===== src/inc/rhp_pkg.sv =====
// Constants, field positions, timing and state type of the root hub
// port state and change registers.
// Assumes a 10 MHz clock and byte addresses on the register port.
package rhp_pkg;

  // Port count and register map
  localparam int          PORT_COUNT    = 4;
  localparam int          ADDR_W        = 8;
  localparam logic [7:0]  PORT_BASE_OFS = 8'h54;
  localparam int          PORT_STRIDE   = 4;
  localparam logic [7:0]  INT_STAT_OFS  = 8'h70;
  localparam logic [7:0]  INT_MASK_OFS  = 8'h74;
  localparam logic [31:0] PORT_RESET_VAL = 32'h0000_0000;
  localparam logic [3:0]  INT_RESET_VAL  = 4'h0;

  // Present state fields, lower half-word
  localparam int CCS_BIT    = 0;
  localparam int ENB_BIT    = 1;
  localparam int SUSP_BIT   = 2;
  localparam int OVC_BIT    = 3;
  localparam int RST_BIT    = 4;
  localparam int PWR_BIT    = 8;
  localparam int LOWSPD_BIT = 9;

  // Change flags, upper half-word
  localparam int CONN_CHG_BIT = 16;
  localparam int ENB_CHG_BIT  = 17;
  localparam int SUSP_CHG_BIT = 18;
  localparam int OVC_CHG_BIT  = 19;
  localparam int RST_CHG_BIT  = 20;

  // Write commands, lower half-word, write 1 to act
  localparam int          CMD_W        = 10;
  localparam int          CMD_CLR_EN   = 0;
  localparam int          CMD_SET_EN   = 1;
  localparam int          CMD_SET_SUSP = 2;
  localparam int          CMD_CLR_SUSP = 3;
  localparam int          CMD_SET_RST  = 4;
  localparam int          CMD_SET_PWR  = 8;
  localparam int          CMD_CLR_PWR  = 9;
  localparam logic [9:0]  CMD_MASK     = 10'h31f;

  // Timing
  localparam int CLK_PERIOD_NS      = 100;
  localparam int PORT_RESET_TIME_MS = 10;
  localparam int RESUME_TIME_MS     = 20;
  localparam int RESYNC_TIME_MS     = 3;
  localparam int LS_EOP_TIME_NS     = 1334;
  localparam int PORT_RESET_CYCLES  =
    (PORT_RESET_TIME_MS * 1000000 + CLK_PERIOD_NS - 1) / CLK_PERIOD_NS;
  localparam int RESUME_CYCLES      =
    (RESUME_TIME_MS * 1000000 + CLK_PERIOD_NS - 1) / CLK_PERIOD_NS;
  localparam int RESYNC_CYCLES      =
    (RESYNC_TIME_MS * 1000000 + CLK_PERIOD_NS - 1) / CLK_PERIOD_NS;
  localparam int LS_EOP_CYCLES      =
    (LS_EOP_TIME_NS + CLK_PERIOD_NS - 1) / CLK_PERIOD_NS;
  localparam int CNT_W              = 24;

  // Per-port signalling sequencer
  typedef enum logic [2:0] {
    PS_IDLE,
    PS_RESET,
    PS_RESUME,
    PS_EOP,
    PS_RESYNC
  } rhp_port_e;

endpackage


===== src/rhp_sticky_flag.sv =====
// One sticky flag: set by a hardware event, cleared by software.
// Assumes set and clear are one-cycle pulses in the clk domain.
`timescale 1ns/100ps
`default_nettype none
module rhp_sticky_flag (
  // Clock and reset
  input  wire logic clk,
  input  wire logic sys_rst,
  // Event and clear
  input  wire logic setPulse,
  input  wire logic clrPulse,
  // Flag
  output var  logic flag
);

  logic flagNxt;

  // Set beats a clear in the same cycle so no event is lost
  assign flagNxt = setPulse | (flag & ~clrPulse);

  always_ff @(posedge clk or posedge sys_rst) begin
    if (sys_rst) begin
      flag <= 1'b0;
    end else begin
      flag <= flagNxt;
    end
  end

endmodule
`default_nettype wire


===== src/rhp_root_hub_ports.sv =====
// Root hub port state and change registers for all downstream ports.
// Assumes a single-cycle register port and port inputs synchronous to clk.
//
// Design decision made here: the plain strobed port.
`timescale 1ns/100ps
`default_nettype none
module rhp_root_hub_ports #(
  parameter int RESET_CYCLES  = rhp_pkg::PORT_RESET_CYCLES,
  parameter int RESUME_CYCLES = rhp_pkg::RESUME_CYCLES,
  parameter int RESYNC_CYCLES = rhp_pkg::RESYNC_CYCLES
) (
  // Clock and reset
  input  wire logic        clk,
  input  wire logic        sys_rst,
  // Register port
  input  wire logic [7:0]  regAddr,
  input  wire logic [31:0] regWdata,
  input  wire logic        regWr,
  input  wire logic        regRd,
  output var  logic [31:0] regRdata,
  // Port line status
  input  wire logic [3:0]  devConnected,
  input  wire logic [3:0]  devLowSpeed,
  input  wire logic [3:0]  portOvercurrent,
  input  wire logic [3:0]  hwPortDisable,
  input  wire logic [3:0]  remoteWake,
  input  wire logic [3:0]  txnBusy,
  // Port signalling
  output var  logic [3:0]  portResetDrive,
  output var  logic [3:0]  portResumeDrive,
  output var  logic [3:0]  portEopDrive,
  output var  logic [3:0]  portPowerOn,
  // Interrupt
  output var  logic        irq
);

  localparam int NP = rhp_pkg::PORT_COUNT;
  localparam int CW = rhp_pkg::CNT_W;

  // Shared decode
  logic        intStatRd;
  logic        intMaskWr;
  logic        intMaskHit;
  logic [3:0]  intStat;
  logic [3:0]  intMask_r;
  logic [3:0]  intMask_nxt;
  logic [3:0]  portEvent;
  logic [31:0] rdChain [NP+1];
  logic [31:0] regRdata_nxt;
  logic        irq_nxt;
  logic [3:0]  rstDrvVec;
  logic [3:0]  resDrvVec;
  logic [3:0]  eopDrvVec;
  logic [3:0]  pwrVec;

  assign intStatRd  = regRd && (regAddr == rhp_pkg::INT_STAT_OFS);
  assign intMaskHit = regAddr == rhp_pkg::INT_MASK_OFS;
  assign intMaskWr  = regWr && intMaskHit;
  assign rdChain[0] = 32'h0000_0000;

  genvar gp;
  generate
    for (gp = 0; gp < NP; gp++) begin : g_port
      localparam logic [7:0] PORT_OFS =
        8'(int'(rhp_pkg::PORT_BASE_OFS) + rhp_pkg::PORT_STRIDE * gp);

      rhp_pkg::rhp_port_e st_r;
      rhp_pkg::rhp_port_e st_nxt;
      logic [CW-1:0]      cnt_r;
      logic [CW-1:0]      cnt_nxt;
      logic [9:0]         pend_r;
      logic [9:0]         pend_nxt;
      logic               ccs_r;
      logic               enb_r;
      logic               susp_r;
      logic               ovc_r;
      logic               rstAct_r;
      logic               pwr_r;
      logic               lowSpd_r;
      logic               enb_nxt;
      logic               susp_nxt;
      logic               rstAct_nxt;
      logic               pwr_nxt;
      logic               lowSpd_nxt;
      logic               drvRst_r;
      logic               drvRes_r;
      logic               drvEop_r;
      logic               portHit;
      logic               portWr;
      logic               applyCmd;
      logic               cmdClrEn;
      logic               cmdSetEn;
      logic               cmdSetSusp;
      logic               cmdClrSusp;
      logic               cmdSetRst;
      logic               cmdSetPwr;
      logic               cmdClrPwr;
      logic               badCmd;
      logic               attachEv;
      logic               connChgSet;
      logic               hwDis;
      logic               ovcChgSet;
      logic               cntZero;
      logic               rstDone;
      logic               resDone;
      logic               startRst;
      logic               startRes;
      logic               connChg;
      logic               enbChg;
      logic               suspChg;
      logic               ovcChg;
      logic               rstChg;
      logic               suspChgClr;
      logic [31:0]        portWord;

      // Register decode
      assign portHit = regAddr == PORT_OFS;
      assign portWr  = regWr && portHit;

      // Commands wait in pend_r while a transaction runs on the port
      assign applyCmd   = (|pend_r) && !txnBusy[gp];
      assign cmdClrEn   = applyCmd && pend_r[rhp_pkg::CMD_CLR_EN];
      assign cmdSetEn   = applyCmd && pend_r[rhp_pkg::CMD_SET_EN];
      assign cmdSetSusp = applyCmd && pend_r[rhp_pkg::CMD_SET_SUSP];
      assign cmdClrSusp = applyCmd && pend_r[rhp_pkg::CMD_CLR_SUSP];
      assign cmdSetRst  = applyCmd && pend_r[rhp_pkg::CMD_SET_RST];
      assign cmdSetPwr  = applyCmd && pend_r[rhp_pkg::CMD_SET_PWR];
      assign cmdClrPwr  = applyCmd && pend_r[rhp_pkg::CMD_CLR_PWR];
      // Reserved write bits are masked so stray ones cannot act
      assign pend_nxt = (applyCmd ? 10'h000 : pend_r)
                      | (portWr ? (regWdata[9:0] & rhp_pkg::CMD_MASK)
                                : 10'h000);

      // Hardware events
      assign attachEv = devConnected[gp] != ccs_r;
      assign badCmd   = !ccs_r && (cmdSetRst || cmdSetEn || cmdSetSusp);
      assign connChgSet = attachEv || badCmd;
      assign hwDis    = enb_r && (hwPortDisable[gp] || !devConnected[gp]);
      assign ovcChgSet  = ovc_r != portOvercurrent[gp];
      assign cntZero  = cnt_r == '0;
      assign rstDone  = (st_r == rhp_pkg::PS_RESET) && cntZero;
      assign resDone  = (st_r == rhp_pkg::PS_RESYNC) && cntZero;
      assign startRst = cmdSetRst && ccs_r && (st_r == rhp_pkg::PS_IDLE);
      assign startRes = (st_r == rhp_pkg::PS_IDLE) && susp_r && !startRst
                      && (cmdClrSusp || remoteWake[gp]);

      // Signalling sequencer
      always_comb begin
        st_nxt  = st_r;
        cnt_nxt = cntZero ? cnt_r : cnt_r - 1'b1;
        case (st_r)
          rhp_pkg::PS_IDLE: begin
            if (startRst) begin
              st_nxt  = rhp_pkg::PS_RESET;
              cnt_nxt = CW'(RESET_CYCLES - 1);
            end else if (startRes) begin
              st_nxt  = rhp_pkg::PS_RESUME;
              cnt_nxt = CW'(RESUME_CYCLES - 1);
            end
          end
          rhp_pkg::PS_RESET: begin
            if (cntZero) begin
              st_nxt = rhp_pkg::PS_IDLE;
            end
          end
          rhp_pkg::PS_RESUME: begin
            if (cntZero) begin
              st_nxt  = rhp_pkg::PS_EOP;
              cnt_nxt = CW'(rhp_pkg::LS_EOP_CYCLES - 1);
            end
          end
          rhp_pkg::PS_EOP: begin
            if (cntZero) begin
              st_nxt  = rhp_pkg::PS_RESYNC;
              cnt_nxt = CW'(RESYNC_CYCLES - 1);
            end
          end
          rhp_pkg::PS_RESYNC: begin
            if (cntZero) begin
              st_nxt = rhp_pkg::PS_IDLE;
            end
          end
          default: begin
            st_nxt  = rhp_pkg::PS_IDLE;
            cnt_nxt = '0;
          end
        endcase
      end

      // Present state next values
      assign enb_nxt    = hwDis ? 1'b0
                        : rstDone ? 1'b1
                        : cmdClrEn ? 1'b0
                        : (cmdSetEn && ccs_r) ? 1'b1
                        : enb_r;
      assign susp_nxt   = (rstDone || resDone || !devConnected[gp]) ? 1'b0
                        : (cmdSetSusp && ccs_r && enb_r) ? 1'b1
                        : susp_r;
      assign rstAct_nxt = startRst ? 1'b1 : (rstDone ? 1'b0 : rstAct_r);
      assign pwr_nxt    = cmdSetPwr ? 1'b1 : (cmdClrPwr ? 1'b0 : pwr_r);
      assign lowSpd_nxt = devConnected[gp] && devLowSpeed[gp];

      always_ff @(posedge clk or posedge sys_rst) begin
        if (sys_rst) begin
          st_r     <= rhp_pkg::PS_IDLE;
          cnt_r    <= '0;
          pend_r   <= 10'h000;
          ccs_r    <= 1'b0;
          enb_r    <= 1'b0;
          susp_r   <= 1'b0;
          ovc_r    <= 1'b0;
          rstAct_r <= 1'b0;
          pwr_r    <= 1'b0;
          lowSpd_r <= 1'b0;
          drvRst_r <= 1'b0;
          drvRes_r <= 1'b0;
          drvEop_r <= 1'b0;
        end else begin
          st_r     <= st_nxt;
          cnt_r    <= cnt_nxt;
          pend_r   <= pend_nxt;
          ccs_r    <= devConnected[gp];
          enb_r    <= enb_nxt;
          susp_r   <= susp_nxt;
          ovc_r    <= portOvercurrent[gp];
          rstAct_r <= rstAct_nxt;
          pwr_r    <= pwr_nxt;
          lowSpd_r <= lowSpd_nxt;
          drvRst_r <= st_nxt == rhp_pkg::PS_RESET;
          drvRes_r <= st_nxt == rhp_pkg::PS_RESUME;
          drvEop_r <= st_nxt == rhp_pkg::PS_EOP;
        end
      end

      // Change flags; software clears by writing one
      assign suspChgClr = (portWr && regWdata[rhp_pkg::SUSP_CHG_BIT])
                        || rstDone;

      rhp_sticky_flag u_connChg (
        .clk      (clk),
        .sys_rst  (sys_rst),
        .setPulse (connChgSet),
        .clrPulse (portWr && regWdata[rhp_pkg::CONN_CHG_BIT]),
        .flag     (connChg)
      );

      rhp_sticky_flag u_enbChg (
        .clk      (clk),
        .sys_rst  (sys_rst),
        .setPulse (hwDis),
        .clrPulse (portWr && regWdata[rhp_pkg::ENB_CHG_BIT]),
        .flag     (enbChg)
      );

      rhp_sticky_flag u_suspChg (
        .clk      (clk),
        .sys_rst  (sys_rst),
        .setPulse (resDone),
        .clrPulse (suspChgClr),
        .flag     (suspChg)
      );

      rhp_sticky_flag u_ovcChg (
        .clk      (clk),
        .sys_rst  (sys_rst),
        .setPulse (ovcChgSet),
        .clrPulse (portWr && regWdata[rhp_pkg::OVC_CHG_BIT]),
        .flag     (ovcChg)
      );

      rhp_sticky_flag u_rstChg (
        .clk      (clk),
        .sys_rst  (sys_rst),
        .setPulse (rstDone),
        .clrPulse (portWr && regWdata[rhp_pkg::RST_CHG_BIT]),
        .flag     (rstChg)
      );

      // Register image; reserved bits read zero
      always_comb begin
        portWord = rhp_pkg::PORT_RESET_VAL;
        portWord[rhp_pkg::CCS_BIT]      = ccs_r;
        portWord[rhp_pkg::ENB_BIT]      = enb_r;
        portWord[rhp_pkg::SUSP_BIT]     = susp_r;
        portWord[rhp_pkg::OVC_BIT]      = ovc_r;
        portWord[rhp_pkg::RST_BIT]      = rstAct_r;
        portWord[rhp_pkg::PWR_BIT]      = pwr_r;
        portWord[rhp_pkg::LOWSPD_BIT]   = lowSpd_r;
        portWord[rhp_pkg::CONN_CHG_BIT] = connChg;
        portWord[rhp_pkg::ENB_CHG_BIT]  = enbChg;
        portWord[rhp_pkg::SUSP_CHG_BIT] = suspChg;
        portWord[rhp_pkg::OVC_CHG_BIT]  = ovcChg;
        portWord[rhp_pkg::RST_CHG_BIT]  = rstChg;
      end

      assign rdChain[gp+1] = rdChain[gp] | (portHit ? portWord : 32'h0);
      assign portEvent[gp] = connChgSet || hwDis || resDone || ovcChgSet
                           || rstDone;
      assign rstDrvVec[gp] = drvRst_r;
      assign resDrvVec[gp] = drvRes_r;
      assign eopDrvVec[gp] = drvEop_r;
      assign pwrVec[gp]    = pwr_r;

      // Interrupt status bit; cleared by reading the status register
      rhp_sticky_flag u_int (
        .clk      (clk),
        .sys_rst  (sys_rst),
        .setPulse (portEvent[gp]),
        .clrPulse (intStatRd),
        .flag     (intStat[gp])
      );
    end
  endgenerate

  // Read mux; unmapped addresses read zero
  assign regRdata_nxt = !regRd ? 32'h0000_0000
                      : intStatRd ? {28'h0000000, intStat}
                      : intMaskHit ? {28'h0000000, intMask_r}
                      : rdChain[NP];
  assign intMask_nxt  = intMaskWr ? regWdata[3:0] : intMask_r;
  // Taken from the next status so irq drops with the read that clears it
  assign irq_nxt = |(intMask_nxt & (portEvent
                 | (intStat & {4{~intStatRd}})));

  always_ff @(posedge clk or posedge sys_rst) begin
    if (sys_rst) begin
      regRdata  <= 32'h0000_0000;
      intMask_r <= rhp_pkg::INT_RESET_VAL;
      irq       <= 1'b0;
    end else begin
      regRdata  <= regRdata_nxt;
      intMask_r <= intMask_nxt;
      irq       <= irq_nxt;
    end
  end

  assign portResetDrive  = rstDrvVec;
  assign portResumeDrive = resDrvVec;
  assign portEopDrive    = eopDrvVec;
  assign portPowerOn     = pwrVec;

endmodule
`default_nettype wire


===== config.mk =====
export PLATFORM = sky130hd
export DESIGN_NAME = rhp_root_hub_ports
export DESIGN_NICKNAME = d
export VERILOG_FILES = /design/src/inc/rhp_pkg.sv /design/src/rhp_sticky_flag.sv /design/src/rhp_root_hub_ports.sv
export SDC_FILE = /design/constraint.sdc
export NUM_CORES = 1
export LEC_CHECK = 0
export BUFFER_PORTS_ARGS = -buffer_cell sky130_fd_sc_hd__buf_2
export CAP_MARGIN = 10
export CORE_AREA = 2 2 189 209
export DETAILED_ROUTE_END_ITERATION = 10
export DIE_AREA = 0 0 191 211
export PLACE_DENSITY = 0.53
export RECOVER_POWER = 50
export SYNTH_ARGS = -nofsm -noshare
export SYNTH_HDL_FRONTEND = slang
export SYNTH_HIERARCHICAL = 1
export SYNTH_SLANG_ARGS = --single-unit

===== constraint.sdc =====
create_clock -name clk -period 6.53 [get_ports clk]
set_clock_uncertainty 0.15 [all_clocks]
set_input_delay 1.306 -clock clk [delete_from_list [all_inputs] [get_ports clk]]
set_output_delay 1.306 -clock clk [all_outputs]
set_load 0.005 [all_outputs]

== Yosys cells after proc, flatten, opt, wreduce, memory -nomap -nowiden ==
Index checks and enable logic that the tools add are counted.
Storage, ports and cells
  output and inout bits: 49
  register bits after elaboration: 238
  word-level logic and storage cells: 515
  input port bits: 68
Operators by class
  multiplexer cells: 104
  add/subtract/negate cells: 4
  eq/ne operators: 42
  bitwise gates (word level): 79
  reduce and logical (&&, ||, !) cells: 207
Operators by type and width (count)
  2-to-1 mux 24 bit: 20
  one-hot mux 24 bit (4 select lines): 4
  2-to-1 mux 21 bit: 7
  logical AND 1 bit: 110
  logical NOT 24 bit: 4
  subtractor 24 x 1 -> 24 bit (second input constant): 4
  2-to-1 mux 10 bit: 8
  OR 21 bit: 3
  2-to-1 mux 3 bit: 20
  == test 3 x 2 -> 1 bit (second input constant): 16
  == test 8 x 7 -> 1 bit (second input constant): 6
  logical OR 1 bit: 48
  one-hot mux 3 bit (4 select lines): 4
  2-to-1 mux 1 bit: 40
  OR 10 bit: 4
  OR reduction 10 bit: 4
  bitwise AND 1 bit: 24
  == test 3 x 1 -> 1 bit (second input constant): 8
  OR 1 bit: 24
  nonzero test 2 bit: 12
  inverter 1 bit: 21
  logical NOT 1 bit: 16
  nonzero test 4 bit: 4
  == test 3 bit (second input constant): 4
  7 further kinds: 21

== Depth between registers and ports, before layout ==
Gate-level depths: netlist of run 1.
  word-level depth: 14
  gate-level depth with buffers: 12
  gate-level depth less buffers: 11

== Hierarchy ==
Netlist of run 1, hierarchy kept.
Modules (own cells, without submodules)
  rhp_root_hub_ports: times used 1, area each 10382.5 um^2, cells an instance 1130
  rhp_sticky_flag: times used 24, area each 40.0 um^2, cells an instance 4

== Least setup slack after synthesis of run 1 ==
No wires, ideal clock.
  path type: input -> register
  start point: input regAddr[1]
  end point: register g_port[0].u_suspChg.flag
  data required time: 6.262 ns
  stages: 10
  arrival: 3.118 ns
  setup slack: 3.144 ns
  path buffers: 2
  library setup time: 0.118 ns
  path through: nor4b_1 > buf_2 > nand2_1 > nor3_1 > and2_1 > clkbuf_1 > nand2_1 > nand2_1 > inv_1 > a21o_1
Between the ends
  word-level cells in the longest chain between the ends: 7
RTL lines
  start: declaration: line rhp_root_hub_ports.sv:16  | input wire logic [7:0] regAddr,
  == test 8 x 7 -> 1 bit: line rhp_root_hub_ports.sv:117  | assign portHit = regAddr == PORT_OFS;
  logical AND 1 bit: line rhp_root_hub_ports.sv:118  | assign portWr = regWr && portHit;
  logical AND 1 bit: line rhp_root_hub_ports.sv:236  | assign suspChgClr = (portWr && regWdata[rhp_pkg::SUSP_CHG_BIT])
  logical OR 1 bit: line rhp_root_hub_ports.sv:237  | || rstDone;
  net g_port[0].suspChgClr: line rhp_root_hub_ports.sv:113  | logic suspChgClr;
  inverter 1 bit: line rhp_sticky_flag.sv:19  | assign flagNxt = setPulse | (flag & ~clrPulse);
  bitwise AND 1 bit: line rhp_sticky_flag.sv:19
  OR 1 bit: line rhp_sticky_flag.sv:19
  net g_port[0].u_suspChg.flagNxt: line rhp_sticky_flag.sv:16  | logic flagNxt;
  end signal: assignment: line rhp_sticky_flag.sv:25  | flag <= flagNxt;
  end: declaration: line rhp_sticky_flag.sv:13  | output var logic flag
The timed path passes the listed nets, and every way through them passes these cells.
A chain may end at the register's enable or synchronous reset.

== Final worst setup path of run 1 ==
  start point: input regAddr[1]
  end point: register regRdata[1]
Between the ends
  word-level cells in the longest chain between the ends: 8
  elaborated cells on any way between the ends: 17
  classes of those cells: 6 x eq/ne; 7 x mux; 3 x bitwise; 1 x reduce/logical
RTL lines
  == test 8 x 7 -> 1 bit: line rhp_root_hub_ports.sv:117
  2-to-1 mux 21 bit: line rhp_root_hub_ports.sv:296  | assign rdChain[gp+1] = rdChain[gp] | (portHit ? portWord : 32'h0);
  OR 21 bit (3 in series): line rhp_root_hub_ports.sv:296
  2-to-1 mux 21 bit: line rhp_root_hub_ports.sv:318  | : intMaskHit ? {28'h0000000, intMask_r}
  2-to-1 mux 21 bit (*): line rhp_root_hub_ports.sv:317  | : intStatRd ? {28'h0000000, intStat}
  2-to-1 mux 21 bit (*): line rhp_root_hub_ports.sv:316  | assign regRdata_nxt = !regRd ? 32'h0000_0000
  net regRdata_nxt[1]: line rhp_root_hub_ports.sv:49  | logic [31:0] regRdata_nxt;
  end signal: assignment: line rhp_root_hub_ports.sv:331  | regRdata <= regRdata_nxt;
  end: declaration: line rhp_root_hub_ports.sv:20  | output var logic [31:0] regRdata,
The timed path passes the listed nets; every way through them passes the cells marked *.

==> reports/results.md, run 1 <==
* power density of the placed cells: 232 nW/um2
* top-area cell type share of the netlist area: 47.9%
* placed wire-length estimate: 22400 um
* max-capacitance violation count: 2
* critical setup path kind: in2reg
* CP required: 6.85 ns
* WL/cell: 17.3 um
* filler cell count: 3946
* flops & latches, synth: 217
* post-layout net count: 1358
* synthesized netlist cell count: 1226
* Final Max Tran Viols: 53
* global-route wire length before repair: 50100 um
* sequential fraction of the synthesis area: 47.9%
* antenna violations before repair: 1
* CP arrival: 4.77 ns
* gp weighted congestion: 0.825
* DRC Markers: 0
* average instance area after synthesis: 9.25 um2
* Synth async-reset ratio: 100%
* sort of element at the start of the critical path: primary input
* number of iterations in the first detailed-routing pass: 5
* synthesis-to-finish area growth: 13.3%
* violations in the final reports: max-capacitance violations, max-slew violations
* H-tree depth: 1
* Chip Width: 191 um
* post-CTS sizing: 0
* vias per cell: 5.04
* final setup vio count: 0
* height of the die: 211 um
* library cells used by synthesis: 72
* standby leakage power: 5.69 nW
* aggregate routed wire length: 31200 um
* maximum achievable frequency: 225 MHz
* via count of the first global-routing pass: 9033
* post-route non-filler standard cell count: 1802
* global-route congestion overflow total: 0
* TritonCTS clock tree: yes
* final critical-path required period: 4.45 ns
* All-Layer GR Usage: 15.7%
* area of the placeable core: 38000 um2
* site row count: 75
* Hold/Removal Path Class: reg2reg
* number of cells after detailed placement: 1751
* Detail Route Antenna Nets: 0
* most instantiated cells after synthesis: dfrtp_1 (217), nand2_1 (137), inv_1 (91), nor2_1 (88), a21oi_1 (83)
* number of sinks on the clock net: 217
* Hold Startpoint: g_port[0].u_enbChg/flag
* Final Hold Fails: 0
* maximum root-to-sink buffer count: 3
* portion of the clock cycle consumed by the worst path in the final layout: 68.1%
* clock latency at the later pin of the worst-skew pair: 0.56 ns
* number of buffers created by CTS: 27
* ys flop type: dfrtp_1
* clock-pin slew of the registers on the worst-case setup and hold paths: 0.06 ns
* measured slew at the worst slew-check pin: 1.85 ns
* Post-synth EDFFs: 0
* Iteration-0 DRC Markers: 606
* Rel. slew slack: -23.7%
* cts hold-fix bufs: 0
* Post-Synthesis Cell Area: 11300 um2
* highest net fanout along the worst path: 13
* fraction of final layout cells with drive strength greater than 1: 8.30%
* setup bufs post-CTS: 0
* die area: 40300 um2
* Warnings, synthesis: 6
* pin count of the biggest net entering global routing: 155
* Synth area leader: dfrtp_1
* number of input and output port buffers inserted: 76
* final design instance area without fill: 12900 um2
* cell types with the largest area share after synthesis: dfrtp_1 (48%), nand2_1 (4.5%), a21oi_1 (3.7%)
* most frequent cell after synthesis: dfrtp_1
* total vias in the final route: 9089
* setup TNS: 0 ns
* placed instance area: 12100 um2
* I/O pin cnt: 117
* Reg2Reg Launch Point: g_port[3].cnt_r[0]
* worst ir drop on vdd: 0.234 mV
* effective utilization at floorplan: 29.8%
* crit end category: register
* critical path launch point: regAddr[1]
* outcome: finished, violations left
* CTS Root Buffer Type: clkbuf_16
* fraction of the core area covered by cells at the end of the flow: 33.8%
* setup repair after global routing missed its margin: false
## critical path, cell delays in order
cell and delay (ns):
buf_2 0.09, nor4b_1 1.45, nand2_1 0.30, nor3b_2 0.96
a22oi_1 0.25, a21o_1 0.25, a21boi_1 0.15
## kinds of logic after synthesis
logic type / Yosys count / share of synthesized area [%]
multiplexers: 7 / 0.684
other: 1 / 0.0331
flip-flops: 217 / 47.9
buffers and inverters: 165 / 6.76
AND/OR/NAND/NOR: 445 / 20.3
adder cells (fa/ha/maj): 10 / 1.10
XOR/XNOR: 74 / 5.71
AO/OA/AOI/OAI: 307 / 17.5
## metrics by stage
stage                     power [mW]  setup slack, ns  hold slack [ns]
final                           2.98             2.08            0.328
after global routing            3.11             1.86            0.344
after CTS                       3.04             2.84            0.330
after detailed placement        1.51             2.27            0.313
after global placement          1.50             2.28            0.309
after floorplan                 1.45             2.58            0.297
## cell type report
type	instances	area [um2]	area share (%)
diodes	1	2.50	0.0195
clock buffers	34	742	5.77
clock inverters	16	149	1.16
inverters	93	350	2.73
multi-input cells	863	5190	40.4
flip-flops and latches	217	5430	42.3
well taps	500	626	4.87
repair buffers	78	364	2.83
## report_power, final
part | internal, mW | switching [mW]
combinational | 0.0291 | 0.0806
sequential | 1.36 | 0.0104
clock | 0.886 | 0.618
## worst paths after layout
kind                                                 end  slack, ns  cells past startpoint
worst max-delay path                         regRdata[1]       2.08                      7
worst min-delay path             g_port[0].u_enbChg/flag       0.33                      1
worst max register to register        g_port[3].cnt_r[0]       2.57                     11
worst min register to register   g_port[0].u_enbChg/flag       0.33                      1
max in group asynchronous                    regRdata[4]       2.87                      3
min in group asynchronous       g_port[3].u_suspChg/flag       0.98                      2
## cells in the final DEF, fill, tap and decap left out, types with 8 or more instances in the layout
| master | netlist | routed |
|---|---|---|
| dfrtp_1 | 217 | 217 |
| a21boi_0 | 11 | 11 |
| inv_1 | 91 | 92 |
| and3_1 | 22 | 22 |
| clkinv_2 | 0 | 8 |
| a21oi_1 | 83 | 83 |
| nor2b_1 | 16 | 16 |
| nand3_1 | 29 | 29 |
| a21o_1 | 36 | 36 |
| nor2_1 | 88 | 91 |
| buf_2 | 1 | 41 |
| and2_1 | 20 | 16 |
| ha_1 | 10 | 10 |
| nand2_1 | 137 | 137 |
| nand2b_1 | 10 | 10 |
| or4_1 | 8 | 10 |
| nor3_1 | 31 | 31 |
| xnor2_1 | 30 | 30 |
| nor4_1 | 24 | 25 |
| o21ai_0 | 52 | 52 |
| a22oi_1 | 18 | 18 |
| clkbuf_1 | 30 | 38 |
| a22o_1 | 28 | 28 |
| a31oi_1 | 22 | 22 |
| conb_1 | 1 | 20 |
| clkbuf_16 | 0 | 27 |
| xor2_1 | 44 | 44 |
| nand4_1 | 8 | 8 |
## flip-flops by register name, indices dropped and copies added, names as in the netlist, 12 cells and up
register / count
g_port.pend_r: 28
g_port.cnt_r: 96
regRdata: 12
g_port.st_r: 12
## layer usage
layer	track usage (%)	part of all wire (%)	wire length, um	up-vias
met5	0	0	0	-
li1	-	-	-	4348
met1	21.7	47	14800	4510
met3	2.31	3.8	1180	48
met4	5.21	2.7	843	0
met2	25.1	46	14400	183
Power figures use the tool's default switching activity.
==> run 2: changes to the inputs <==
PLACE_DENSITY = 0.51   (was 0.53)
clock period = 4.5 ns   (was 6.53 ns; I/O delays follow)
==> reports/results.md, run 2 (synthesis results as in run 1) <==
* outcome: finished, final reports clean
* switch share: 22.3%, -1.5 points
* gp weighted congestion: 0.828, +0.33%
* pin count of the biggest net entering global routing: 104, -33%
* H-tree depth: 1, unchanged
* sort of element at the start of the critical path: register
* aggregate routed wire length: 31200 um, about the same
* largest registers ranked by flip-flop count: g_port.cnt_r x96, g_port.pend_r x28
* synthesis-to-finish area growth: 14.3%
* measured slew at the worst slew-check pin: 1.27 ns, -0.575 ns
* number of input and output port buffers inserted: 76, unchanged
* fraction of final layout cells with drive strength greater than 1: 10.8%, +2.5 points
* portion of the clock cycle consumed by the worst path in the final layout: 71.5%
* setup bufs post-CTS: 0, unchanged
* maximum root-to-sink buffer count: 3, unchanged
* setup repair after global routing missed its margin: false
* Hold/Removal Path Class: reg2reg
* via count of the first global-routing pass: 9030, -0.033%
* CP arrival: 3.45 ns, -1.32 ns
* power density of the placed cells: 334 nW/um2, +44%
* post-layout net count: 1361, +0.22%
* standby leakage power: 5.80 nW, +2.0%
* R2R Path End: g_port[3].cnt_r[0]
* net load switching power: 0.966 mW, +36%
* crit end category: register
* number of buffers created by CTS: 26, -3.7%
* top library cells by usage in the layout, fill and taps aside: dfrtp_1 (217), nand2_1 (137), inv_1 (90)
* number of sinks on the clock net: 217, unchanged
* register with the most flip-flops: g_port.cnt_r
* filler cell count: 3970, +0.61%
* final critical-path required period: 3.22 ns
* critical setup path kind: reg2reg
* cell-internal power: 3.36 mW, +48%
* antenna violations before repair: 2, +1
* clock group share of total power: 50.4%, about the same
* setup TNS: 0 ns, unchanged
* maximum achievable frequency: 311 MHz
* CTS Root Buffer Type: clkbuf_16
* Detail Route Antenna Nets: 0, unchanged
* r2r setup slk: 1.28 ns, -1.29 ns
* Rel. slew slack: 15.2%, +39 points
* final setup vio count: 0, unchanged
* Worst Reg2Reg Path Length in Cells: 11, unchanged
* height of the die: 211 um, unchanged
* area of the placeable core: 38000 um2, unchanged
* die area: 40300 um2, unchanged
* global-route wire length before repair: 50700 um, +1.2%
* Chip Width: 191 um, unchanged
* vias per cell: 4.97, -1.5%
* Final Max Tran Viols: 0, -100%
* site row count: 75, unchanged
* total vias in the final route: 8953, -1.5%
* TritonCTS clock tree: yes
* effective utilization at floorplan: 29.8%, unchanged
* Reg2Reg Launch Point: g_port[3].cnt_r[0]
* WL/cell: 17.3 um, about the same
* Iteration-0 DRC Markers: 606, unchanged
* worst hold path cell count: 2, +1
* All-Layer GR Usage: 15.9%, +0.20 points
* worst ir drop on vdd: 0.267 mV, +14%
* Endpoint, Worst Hold: g_port[1].rstAct_r
* DRC Markers: 0, unchanged
* max-capacitance violation count: 0, -2
* most common cell after layout, fill and taps aside: dfrtp_1
* worst hold-check slack: 0.326 ns, -0.00191 ns
* clock latency at the later pin of the worst-skew pair: 0.54 ns, -0.02 ns
* CP required: 4.74 ns, -2.11 ns
* global-route congestion overflow total: 0, unchanged
* Final Hold Fails: 0, unchanged
* post-CTS sizing: 0, unchanged
* clock-pin slew of the registers on the worst-case setup and hold paths: 0.06 ns, about the same
* flip-flop count of the largest register, all copies and words added: 96, unchanged
* number of iterations in the first detailed-routing pass: 5, unchanged
* I/O pin cnt: 117, unchanged
* cts hold-fix bufs: 0, unchanged
* highest net fanout along the worst path: 14, +1
* placed wire-length estimate: 22300 um, -0.17%
* Hold Startpoint: g_port[1].rstAct_r
* share of power burned in combinational logic: 3.7%, about the same
* sequential group share of total power: 45.9%, about the same
run 2: changes by cell type in the layout (fill, tap and decap cells not counted), moves of 3 or more:
cell      previous run  this run
buf_4                1         4
clkbuf_1            38        18
buf_2               41        63
clkinv_2             8         5
and2_0               4         1
and2_1              16        19
nor2_1              91        88
run 2: worst max-delay path by stage:
stage,startpoint,endpoint,cells past startpoint,slack (ns)
6_report,g_port[3].cnt_r[0],g_port[3].cnt_r[0],11,1.28
5_1_grt,g_port[3].cnt_r[5],g_port[3].cnt_r[0],9,0.96
4_1_cts,g_port[3].cnt_r[0],g_port[3].cnt_r[0],11,1.28
3_5_place_dp,g_port[3].cnt_r[0],g_port[3].cnt_r[0],11,1.34
3_3_place_gp,g_port[3].cnt_r[0],g_port[3].cnt_r[0],11,1.34
2_1_floorplan,sys_rst,g_port[0].ccs_r,1,0.96
run 2: layout make-up:
class | instances | area (um2) | share of cell area [%]
inverters | 93 | 350 | 2.70
repair buffers | 82 | 434 | 3.35
diodes | 1 | 2.50 | 0.0193
clock inverters | 9 | 123 | 0.946
multi-input cells | 863 | 5230 | 40.4
flip-flops and latches | 217 | 5430 | 41.9
clock buffers | 37 | 763 | 5.89
well taps | 500 | 626 | 4.83
run 2: power by group through the flow:
stage	logic (mW)	clock network, mW	registers, mW
after detailed placement	0.167	0	2.02
after global routing	0.183	2.31	1.98
after CTS	0.168	2.24	1.98
final	0.161	2.18	1.98
after global placement	0.166	0	2.02
after floorplan	0.0952	0	2.01
run 2: metal layers:
| metal | track usage, % | routed length, um |
|---|---|---|
| met1 | 22.3 | 14700 |
| met3 | 1.91 | 1000 |
| met5 | 0 | 13 |
| met2 | 25.0 | 14500 |
| met4 | 6.04 | 980 |
run 2: worst max-delay path, stage by stage (launching register included):
cell and delay, ns:
dfrtp_1 0.42, inv_1 0.10, ha_1 0.17, or3b_1 0.48, or4_4 0.51, nor2_4 0.34
inv_2 0.19, ha_1 0.32, a21oi_1 0.12, nor2_1 0.05, a21oi_1 0.12, o22ai_1 0.10
run 2: stage by stage:
| step | cells | cell area [um2] | setup slack [ns] | power (mW) | utilization (%) |
|---|---|---|---|---|---|
| floorplan | 1245 | 11400 | 0.960 | 2.11 | - |
| global placement | 1755 | 12100 | 1.34 | 2.19 | 31.8 |
| detailed placement | 1755 | 12100 | 1.34 | 2.19 | 31.8 |
| CTS | 1801 | 13000 | 1.28 | 4.39 | 34.1 |
| global route | 1802 | 13000 | 0.956 | 4.48 | 34.1 |
| finish | 1802 | 13000 | 1.28 | 4.32 | 34.1 |
